### config.mk
export PLATFORM = sky130hd
export DESIGN_NAME = cbtcp_top
export DESIGN_NICKNAME = d
export VERILOG_FILES = /design/src/cbtcp_top.v /design/src/cbtcp_chan_mem.v
export VERILOG_INCLUDE_DIRS = /design/src
export SDC_FILE = /design/constraint.sdc
export NUM_CORES = 1
export LEC_CHECK = 0
export BUFFER_PORTS_ARGS = -buffer_cell sky130_fd_sc_hd__buf_2
export CAP_MARGIN = 15
export CELL_PAD_IN_SITES_DETAIL_PLACEMENT = 1
export CELL_PAD_IN_SITES_GLOBAL_PLACEMENT = 2
export CORE_UTILIZATION = 45
export DETAILED_ROUTE_END_ITERATION = 12
export HOLD_SLACK_MARGIN = 0.08
export PLACE_DENSITY = 0.85
export SLEW_MARGIN = 20
export SYNTH_ARGS = -nofsm -noshare
export SYNTH_HDL_FRONTEND = slang
export SYNTH_SLANG_ARGS = --single-unit
### constraint.sdc
create_clock -name clk_sys -period 2.8 [get_ports clk_sys]
set_input_delay 0.14 -clock clk_sys [delete_from_list [all_inputs] [get_ports clk_sys]]
set_output_delay 0.14 -clock clk_sys [all_outputs]
set_load 0.005 [all_outputs]
### src/cbtcp_consts.vh
// Purpose: constants for the can bit timing / channel page block
// Assumes: sfr addresses are 8 bits wide
// Notes:   prescaler field counts can system clock periods minus one; segment fields count quanta minus one
`ifndef CBTCP_CONSTS_VH
`define CBTCP_CONSTS_VH
`define CBTCP_ADDR_PAGE      8'hb1
`define CBTCP_ADDR_CHCTRL    8'hb3
`define CBTCP_ADDR_BT1       8'hb4
`define CBTCP_ADDR_BT2       8'hb5
`define CBTCP_ADDR_BT3       8'hb6
`define CBTCP_PAGE_RESET     8'h00
`define CBTCP_CHAN_LAST      4'he
`define CBTCP_CFG_DISABLED   2'h0
`define CBTCP_CFG_TX         2'h1
`define CBTCP_CFG_RX         2'h2
`define CBTCP_CFG_RXBUF      2'h3
`define CBTCP_PAGE_CHAN      7:4
`define CBTCP_PAGE_STEP_N    3
`define CBTCP_PAGE_INDEX     2:0
`define CBTCP_CHCTRL_CFG     7:6
`define CBTCP_BT1_PRESC      6:1
`define CBTCP_BT2_JUMP       6:5
`define CBTCP_BT2_PROP       3:1
`define CBTCP_BT3_PH2        6:4
`define CBTCP_BT3_PH1        3:1
`define CBTCP_BT3_TRIPLE     0
`endif

### src/cbtcp_top.v
// Purpose: bit timing, channel page and channel control sfrs of a can controller
// Assumes: cpu sfr port with one-cycle write strobe and read strobe
// Notes:   bit timer ticks on the prescaled can system clock
`timescale 1ns/1ps
`include "cbtcp_consts.vh"
module cbtcp_top (
    // clock and reset
    input  wire        clk_sys,
    input  wire        rst_n,
    // sfr port
    input  wire [7:0]  sfr_addr,
    input  wire [7:0]  sfr_wdata,
    input  wire        sfr_wr,
    input  wire        sfr_rd,
    output reg  [7:0]  sfr_rdata,
    // data register access strobe from the message data path
    input  wire        data_access,
    // global control
    input  wire        controller_enable,
    // can bus
    input  wire        can_rx,
    output reg         bit_value,
    output reg         sample_strobe,
    input  wire        resync_edge_early,
    input  wire        resync_edge_late,
    // channel status
    output reg  [14:0] channel_enabled,
    output reg  [3:0]  channel_select,
    output reg  [2:0]  byte_index
);
    reg        rst_meta;
    reg        rst_sync_n;
    reg        rx_meta;
    reg        rx_sync;
    reg        index_autoinc_n;
    reg [7:0]  bt1;
    reg [7:0]  bt2;
    reg [7:0]  bt3;
    reg        timing_valid;
    reg [5:0]  presc_cnt;
    reg [4:0]  tq_cnt;
    reg [1:0]  seg;
    reg [2:0]  rx_hist;
    reg        rd_chctrl;
    wire [7:0] chctrl_rdata;
    wire       wr_hit_page   = sfr_wr && sfr_addr == `CBTCP_ADDR_PAGE;
    wire       wr_hit_chctrl = sfr_wr && sfr_addr == `CBTCP_ADDR_CHCTRL;
    wire       bt_unlocked  = ~controller_enable;

    localparam SEG_SYNC = 2'h0;
    localparam SEG_PROP = 2'h1;
    localparam SEG_PH1  = 2'h2;
    localparam SEG_PH2  = 2'h3;

    wire [5:0] presc_field = bt1[`CBTCP_BT1_PRESC];
    wire [1:0] jump_field  = bt2[`CBTCP_BT2_JUMP];
    wire [2:0] prop_field  = bt2[`CBTCP_BT2_PROP];
    wire [2:0] ph1_field   = bt3[`CBTCP_BT3_PH1];
    wire [2:0] ph2_field   = bt3[`CBTCP_BT3_PH2];
    wire       triple_sample_sel = bt3[`CBTCP_BT3_TRIPLE];

    function [4:0] seg_len;
        input [2:0] f;
        seg_len = {2'h0, f} + 5'h01;
    endfunction

    always @(posedge clk_sys or negedge rst_n) begin
        if (!rst_n) begin
            rst_meta   <= 1'b0;
            rst_sync_n <= 1'b0;
        end else begin
            rst_meta   <= 1'b1;
            rst_sync_n <= rst_meta;
        end
    end

    always @(posedge clk_sys) begin
        rx_meta <= can_rx;
        rx_sync <= rx_meta;
    end

    // channel control bytes live per channel
    cbtcp_chan_mem u_mem (
        .clk_sys (clk_sys),
        .wr_en   (wr_hit_chctrl),
        .wr_addr (channel_select),
        .wr_data (sfr_wdata),
        .rd_addr (channel_select),
        .rd_data (chctrl_rdata)
    );

    // page, timing-valid flag and channel enable registers
    always @(posedge clk_sys or negedge rst_sync_n) begin
        if (!rst_sync_n) begin
            {channel_select, index_autoinc_n, byte_index} <= `CBTCP_PAGE_RESET;
            timing_valid    <= 1'b0;
            channel_enabled <= 15'h0000;
        end else begin
            if (wr_hit_page) begin
                channel_select  <= sfr_wdata[`CBTCP_PAGE_CHAN];
                index_autoinc_n <= sfr_wdata[`CBTCP_PAGE_STEP_N];
                byte_index      <= sfr_wdata[`CBTCP_PAGE_INDEX];
            end else if (data_access && !index_autoinc_n) begin
                byte_index <= byte_index + 3'h1;
            end
            if (sfr_wr && sfr_addr == `CBTCP_ADDR_BT3 && bt_unlocked) begin
                timing_valid <= 1'b1;
            end
            if (wr_hit_chctrl && channel_select <= `CBTCP_CHAN_LAST) begin
                channel_enabled[channel_select] <=
                    sfr_wdata[`CBTCP_CHCTRL_CFG] != `CBTCP_CFG_DISABLED;
            end
        end
    end

    // timing bytes: no reset value; bit 7 forced low so it is never set
    always @(posedge clk_sys) begin
        if (sfr_wr && bt_unlocked) begin
            if (sfr_addr == `CBTCP_ADDR_BT1) begin
                bt1 <= {1'b0, sfr_wdata[6:1], 1'b0};
            end
            if (sfr_addr == `CBTCP_ADDR_BT2) begin
                bt2 <= {1'b0, sfr_wdata[6:5], 1'b0, sfr_wdata[3:1], 1'b0};
            end
            if (sfr_addr == `CBTCP_ADDR_BT3) begin
                bt3 <= {1'b0, sfr_wdata[6:0]};
            end
        end
    end

    // read mux, registered; control byte arrives one cycle later from memory
    always @(posedge clk_sys or negedge rst_sync_n) begin
        if (!rst_sync_n) begin
            sfr_rdata <= 8'h00;
            rd_chctrl <= 1'b0;
        end else begin
            rd_chctrl <= sfr_rd && sfr_addr == `CBTCP_ADDR_CHCTRL;
            if (rd_chctrl) begin
                sfr_rdata <= chctrl_rdata;
            end else if (sfr_rd) begin
                case (sfr_addr)
                    `CBTCP_ADDR_PAGE: sfr_rdata <= {channel_select, index_autoinc_n, byte_index};
                    `CBTCP_ADDR_BT1:  sfr_rdata <= bt1;
                    `CBTCP_ADDR_BT2:  sfr_rdata <= bt2;
                    `CBTCP_ADDR_BT3:  sfr_rdata <= bt3;
                    default:          sfr_rdata <= 8'h00;
                endcase
            end
        end
    end

    // bit timer: prescaler makes the time quantum
    wire tq_tick = presc_cnt == presc_field;
    wire [4:0] jump_len = seg_len({1'b0, jump_field});
    // late edge stretches phase one by the jump width
    wire [4:0] ph1_len = seg_len(ph1_field) + (resync_edge_late ? jump_len : 5'h00);
    // early edge shortens phase two, floored at one quantum so the bit never collapses
    wire [4:0] ph2_len = resync_edge_early ?
        ((seg_len(ph2_field) > jump_len) ? seg_len(ph2_field) - jump_len : 5'h01)
        : seg_len(ph2_field);

    always @(posedge clk_sys or negedge rst_sync_n) begin
        if (!rst_sync_n) begin
            presc_cnt     <= 6'h00;
            tq_cnt        <= 5'h00;
            seg           <= SEG_SYNC;
            rx_hist       <= 3'h7;
            bit_value     <= 1'b1;
            sample_strobe <= 1'b0;
        end else begin
            sample_strobe <= 1'b0;
            if (!timing_valid || !controller_enable) begin
                presc_cnt <= 6'h00;
                tq_cnt    <= 5'h00;
                seg       <= SEG_SYNC;
            end else begin
                presc_cnt <= tq_tick ? 6'h00 : presc_cnt + 6'h01;
                if (tq_tick) begin
                    rx_hist <= {rx_hist[1:0], rx_sync};
                    case (seg)
                        SEG_SYNC: begin
                            seg    <= SEG_PROP;
                            tq_cnt <= 5'h00;
                        end
                        SEG_PROP: begin
                            if (tq_cnt + 5'h01 >= seg_len(prop_field)) begin
                                seg    <= SEG_PH1;
                                tq_cnt <= 5'h00;
                            end else begin
                                tq_cnt <= tq_cnt + 5'h01;
                            end
                        end
                        SEG_PH1: begin
                            if (tq_cnt + 5'h01 >= ph1_len) begin
                                seg           <= SEG_PH2;
                                tq_cnt        <= 5'h00;
                                sample_strobe <= 1'b1;
                                bit_value     <= triple_sample_sel ?
                                    ((rx_hist[1] & rx_hist[0]) | (rx_hist[1] & rx_sync) |
                                     (rx_hist[0] & rx_sync)) : rx_sync;
                            end else begin
                                tq_cnt <= tq_cnt + 5'h01;
                            end
                        end
                        SEG_PH2: begin
                            if (tq_cnt + 5'h01 >= ph2_len) begin
                                seg    <= SEG_SYNC;
                                tq_cnt <= 5'h00;
                            end else begin
                                tq_cnt <= tq_cnt + 5'h01;
                            end
                        end
                        default: seg <= SEG_SYNC;
                    endcase
                end
            end
        end
    end
endmodule // cbtcp_top

### src/cbtcp_chan_mem.v
// Purpose: per-channel control byte store, fifteen entries
// Assumes: one write port, one read port, registered read data
// Notes:   contents undefined after reset, as the register is
`timescale 1ns/1ps
`include "cbtcp_consts.vh"
module cbtcp_chan_mem (
    // clock
    input  wire       clk_sys,
    // write side
    input  wire       wr_en,
    input  wire [3:0] wr_addr,
    input  wire [7:0] wr_data,
    // read side
    input  wire [3:0] rd_addr,
    output reg  [7:0] rd_data
);
    reg [7:0] mem [0:14];

    always @(posedge clk_sys) begin
        if (wr_en && wr_addr <= `CBTCP_CHAN_LAST) begin
            mem[wr_addr] <= wr_data;
        end
        if (rd_addr <= `CBTCP_CHAN_LAST) begin
            rd_data <= mem[rd_addr];
        end else begin
            rd_data <= 8'h00;
        end
    end
endmodule // cbtcp_chan_mem

==> summary.md <==
| Metric | Value |
|---|---|
| CTS clock-pin slew for the worst setup and hold paths | 70 ps |
| Max cap viols | 0 |
| CTS Buf Count | 17 |
| Worst path cell trace | ha_4 > inv_1 > ha_1 > nand3b_1 > a31oi_2 > buf_4 > buf_4 > o2111ai_1 > ha_1 > nand3_1 > o2111a_2 > or4b_4 > a21oi_2 |
| Leakage | 0.00403 uW |
| Clock Skew | 12.2 ps |
| Synth-to-layout area growth | 19.1% |
| Layout Nets | 713 |
| Peak VDD IR | 0.479 mV |
| CP Launch Type | register |
| Die area | 19800 sq um |
| Vias | 5202 |
| Synth Area in Compound Gates | 0.0531 |
| Final min period | 3280 ps |
| Hold path start | sfr_addr[3] |
| Ant. Diodes | 0 |
| Post-synthesis sequential area ratio | 0.651 |
| GP Congestion | 0.876 |
| Core footprint | 18800 sq um |
| Fin worst setup slack | -480 ps |
| Number of global-route vias before repair | 5662 |
| Multiplexer area fraction after synthesis | 0.126 |
| Worst-margin pin slew | 815 ps |
| R2R Path End | tq_cnt[4] |
| Wire length of the first global-routing pass | 33700 um |
| Post-synthesis instance total | 558 |
| Final setup fails | 7 |
| CTS root buffer | clkbuf_16 |
| Most frequent cells in the layout | edfxtp_1 (138), buf_2 (56), dfrtp_1 (47), buf_4 (39), mux4_2 (32) |
| Worst Hold End | rd_chctrl |
| Post-DP Area | 9470 sq um |
| RSZ-0062 raised after global routing | yes |
| Status | complete, but fails checks |
| Failing checks | negative setup slack |
| Post-Place Cells | 886 |
| #FFs+latches synth | 200 |
| Routed Antenna Nets | 0 |
| Min Hold Slack | 110 ps |
| Commonest non-fill, non-tap cell in the layout | edfxtp_1 |
| FF-to-FF path depth | 13 |
| Largest net degree at the start of global routing | 31 |
| Hold Violations, Final | 0 |
| DIE WIDTH | 141 um |
| Initial core utilization | 0.461 |
| Max clock buf depth | 2 |
| Die Y | 141 um |
| Post-Synth Adder-Cell Area | 0.0464 |
| Layout cell share with drive strength beyond 1 | 0.327 |
| Fmax | 305 MHz |
| Number of synthesized flops with an enable pin | 138 |
| Setup CP Type | reg2reg |
| Synthesized area per cell | 15.5 sq um |
| Slew Limit Fails | 0 |
| Largest family of logic cells by synthesized area | multiplexers |
| Initial antenna violation count | 0 |
| # fillers | 1815 |
| Routed WL | 22000 um |
| Hold path depth | 3 |
| Row cnt | 50 |
| Finished Cell Area | 10300 sq um |
| H-tree Lvls | 4 |
| Crit path largest cell delay | 480 ps |
| Routed WL per cell | 23.7 um |
| Mapped Area | 8680 sq um |
| Synth Warn # | 0 |
| Clk sinks | 200 |
| Clk_lat worst skew | 440 ps |
| Worst setup EP type | register |
| Async set-reset flop share out of synthesis | 0.260 |
| Worst Path Max Fanout | 4 |
| RR Startpoint | bt2[5] |
| Crit path DAT | 3650 ps |
| GRT Total Usage | 0.237 |
| Post-Synth XOR/XNOR Area | 0.0228 |
| DRT Pass-1 Iters | 5 |
| CP max stage cell | or4b_4 |
| DRT iter0 DRCs | 384 |
| # DRC | 0 |
| Syn nets | 614 |
| Min-Delay Path Class | in2reg |
| IO Pins | 57 |
| Top_reg_cell synth | edfxtp_1 |
| Via density | 5.59 |
| GR Overflow Total | 0 |
| Reg2Reg Setup Slack | -480 ps |
| Slew HR | 0.455 |
| CTS tree | built |
| Simple-gate share of the synthesized area | 0.0766 |
| Port Buf Inserts | 56 |
| Synth unique cells | 56 |
| Final Non-Filler Cells | 930 |
| Worst EP required | 3170 ps |
| Fin crit share | 1.17 |
| Hpwl dp | 14900 um |
| Power Density | 593 nW/um^2 |
[final cells by class]
| cell class | instances | area (sq um) | share of cell area |
|---|---|---|---|
| clock buffer | 17 | 425 | 0.0412 |
| clock inverter | 15 | 169 | 0.0163 |
| inverter | 23 | 88.8 | 0.00860 |
| multi-input combinational | 311 | 2990 | 0.289 |
| sequential | 200 | 5650 | 0.547 |
| tap | 260 | 325 | 0.0315 |
| timing repair buffer | 104 | 686 | 0.0664 |
[logic make-up (layout without fill, tap and decap cells)]
| kind of cell | Yosys count | in the layout |
|---|---|---|
| adders and majority gates | 31 | 31 |
| and+or+nand+nor | 126 | 126 |
| buffers and inverters | 47 | 159 |
| muxes | 66 | 66 |
| DFF | 200 | 200 |
| other | 1 | 1 |
| xor gates and xnor gates | 21 | 21 |
| AOI/OAI and AO/OA | 66 | 66 |
[sequential cells by signal, indices dropped and copies added (netlist names), 2 cells and up]
signal	count
u_mem.rd_data	8
byte_index	3
rx_hist	2
channel_select	4
seg	2
bt2	5
tq_cnt	5
bt3	7
sfr_rdata	8
u_mem.mem	120
presc_cnt	6
channel_enabled	15
bt1	6
[power breakdown]
group          leakage (uW)  switching, uW  internal (uW)
clock              0.000288           1120           1340
sequential          0.00201           65.4           3220
combinational       0.00173            215            177
[per-stage QoR]
| stage | power (uW) | setup TNS (ps) | utilization | worst slack, ps |
|---|---|---|---|---|
| 2_1_floorplan | 3530 | -539 | - | -136 |
| 3_3_place_gp | 3700 | -1230 | 0.503 | -238 |
| 3_5_place_dp | 3720 | -2030 | 0.503 | -340 |
| 4_1_cts | 6180 | -1570 | 0.541 | -312 |
| 5_1_grt | 6310 | -3820 | 0.549 | -595 |
| 6_report | 6130 | -2980 | 0.549 | -480 |
[Yosys cell counts, drive strengths merged (8+ instances only)]
cell type	n	area, sq um
nand2b	8	50.1
clkbuf	15	57.6
dfrtp	49	1230
nor2b	14	87.6
dfxtp	10	200
a21o	9	67.6
a22oi	11	82.6
nand2	32	120
xor2	8	70.1
mux4	32	721
xnor2	12	105
mux2i	11	110
nand3	11	55.1
edfxtp	138	4140
buf	9	63.8
ha	29	363
o21ai	18	90.1
inv	23	86.3
nor2	27	101
mux2	23	259
[how the worst max path moves through the flow]
stage	startpoint	to	slack, ps	depth (start not counted)
floorplan	bt3[4]	tq_cnt[4]	-140	13
finish	bt2[5]	tq_cnt[4]	-480	13
global route	bt3[4]	tq_cnt[4]	-590	14
CTS	bt2[6]	tq_cnt[4]	-310	13
detailed placement	bt2[5]	seg[0]	-340	12
global placement	bt2[5]	tq_cnt[4]	-240	13
[worst max-delay path, delay by kind of cell (launching register included)]
kind / cells / cell delay (ps)
adders and majority gates: 3 / 970
AOI/OAI and AO/OA: 4 / 810
and+or+nand+nor: 3 / 710
DFF: 1 / 450
buffers and inverters: 3 / 270
[per-layer routing]
layer	wire [um]	up-vias	track usage
met3	1140	48	0.0462
met4	774	0	0.116
met2	11100	157	0.394
met5	0	-	0
met1	9000	2675	0.298
li1	-	2322	-
[what timing repair did]
action | in CTS | in global routing
pin swaps | 8 | 18
hold buffers | 5 | 0
hold endpoints to repair | 5 | 0
gates resized for setup | 5 | 26
setup buffers | 7 | 0
setup endpoints to repair | 8 | 8
(Power assumes the default switching activity.)
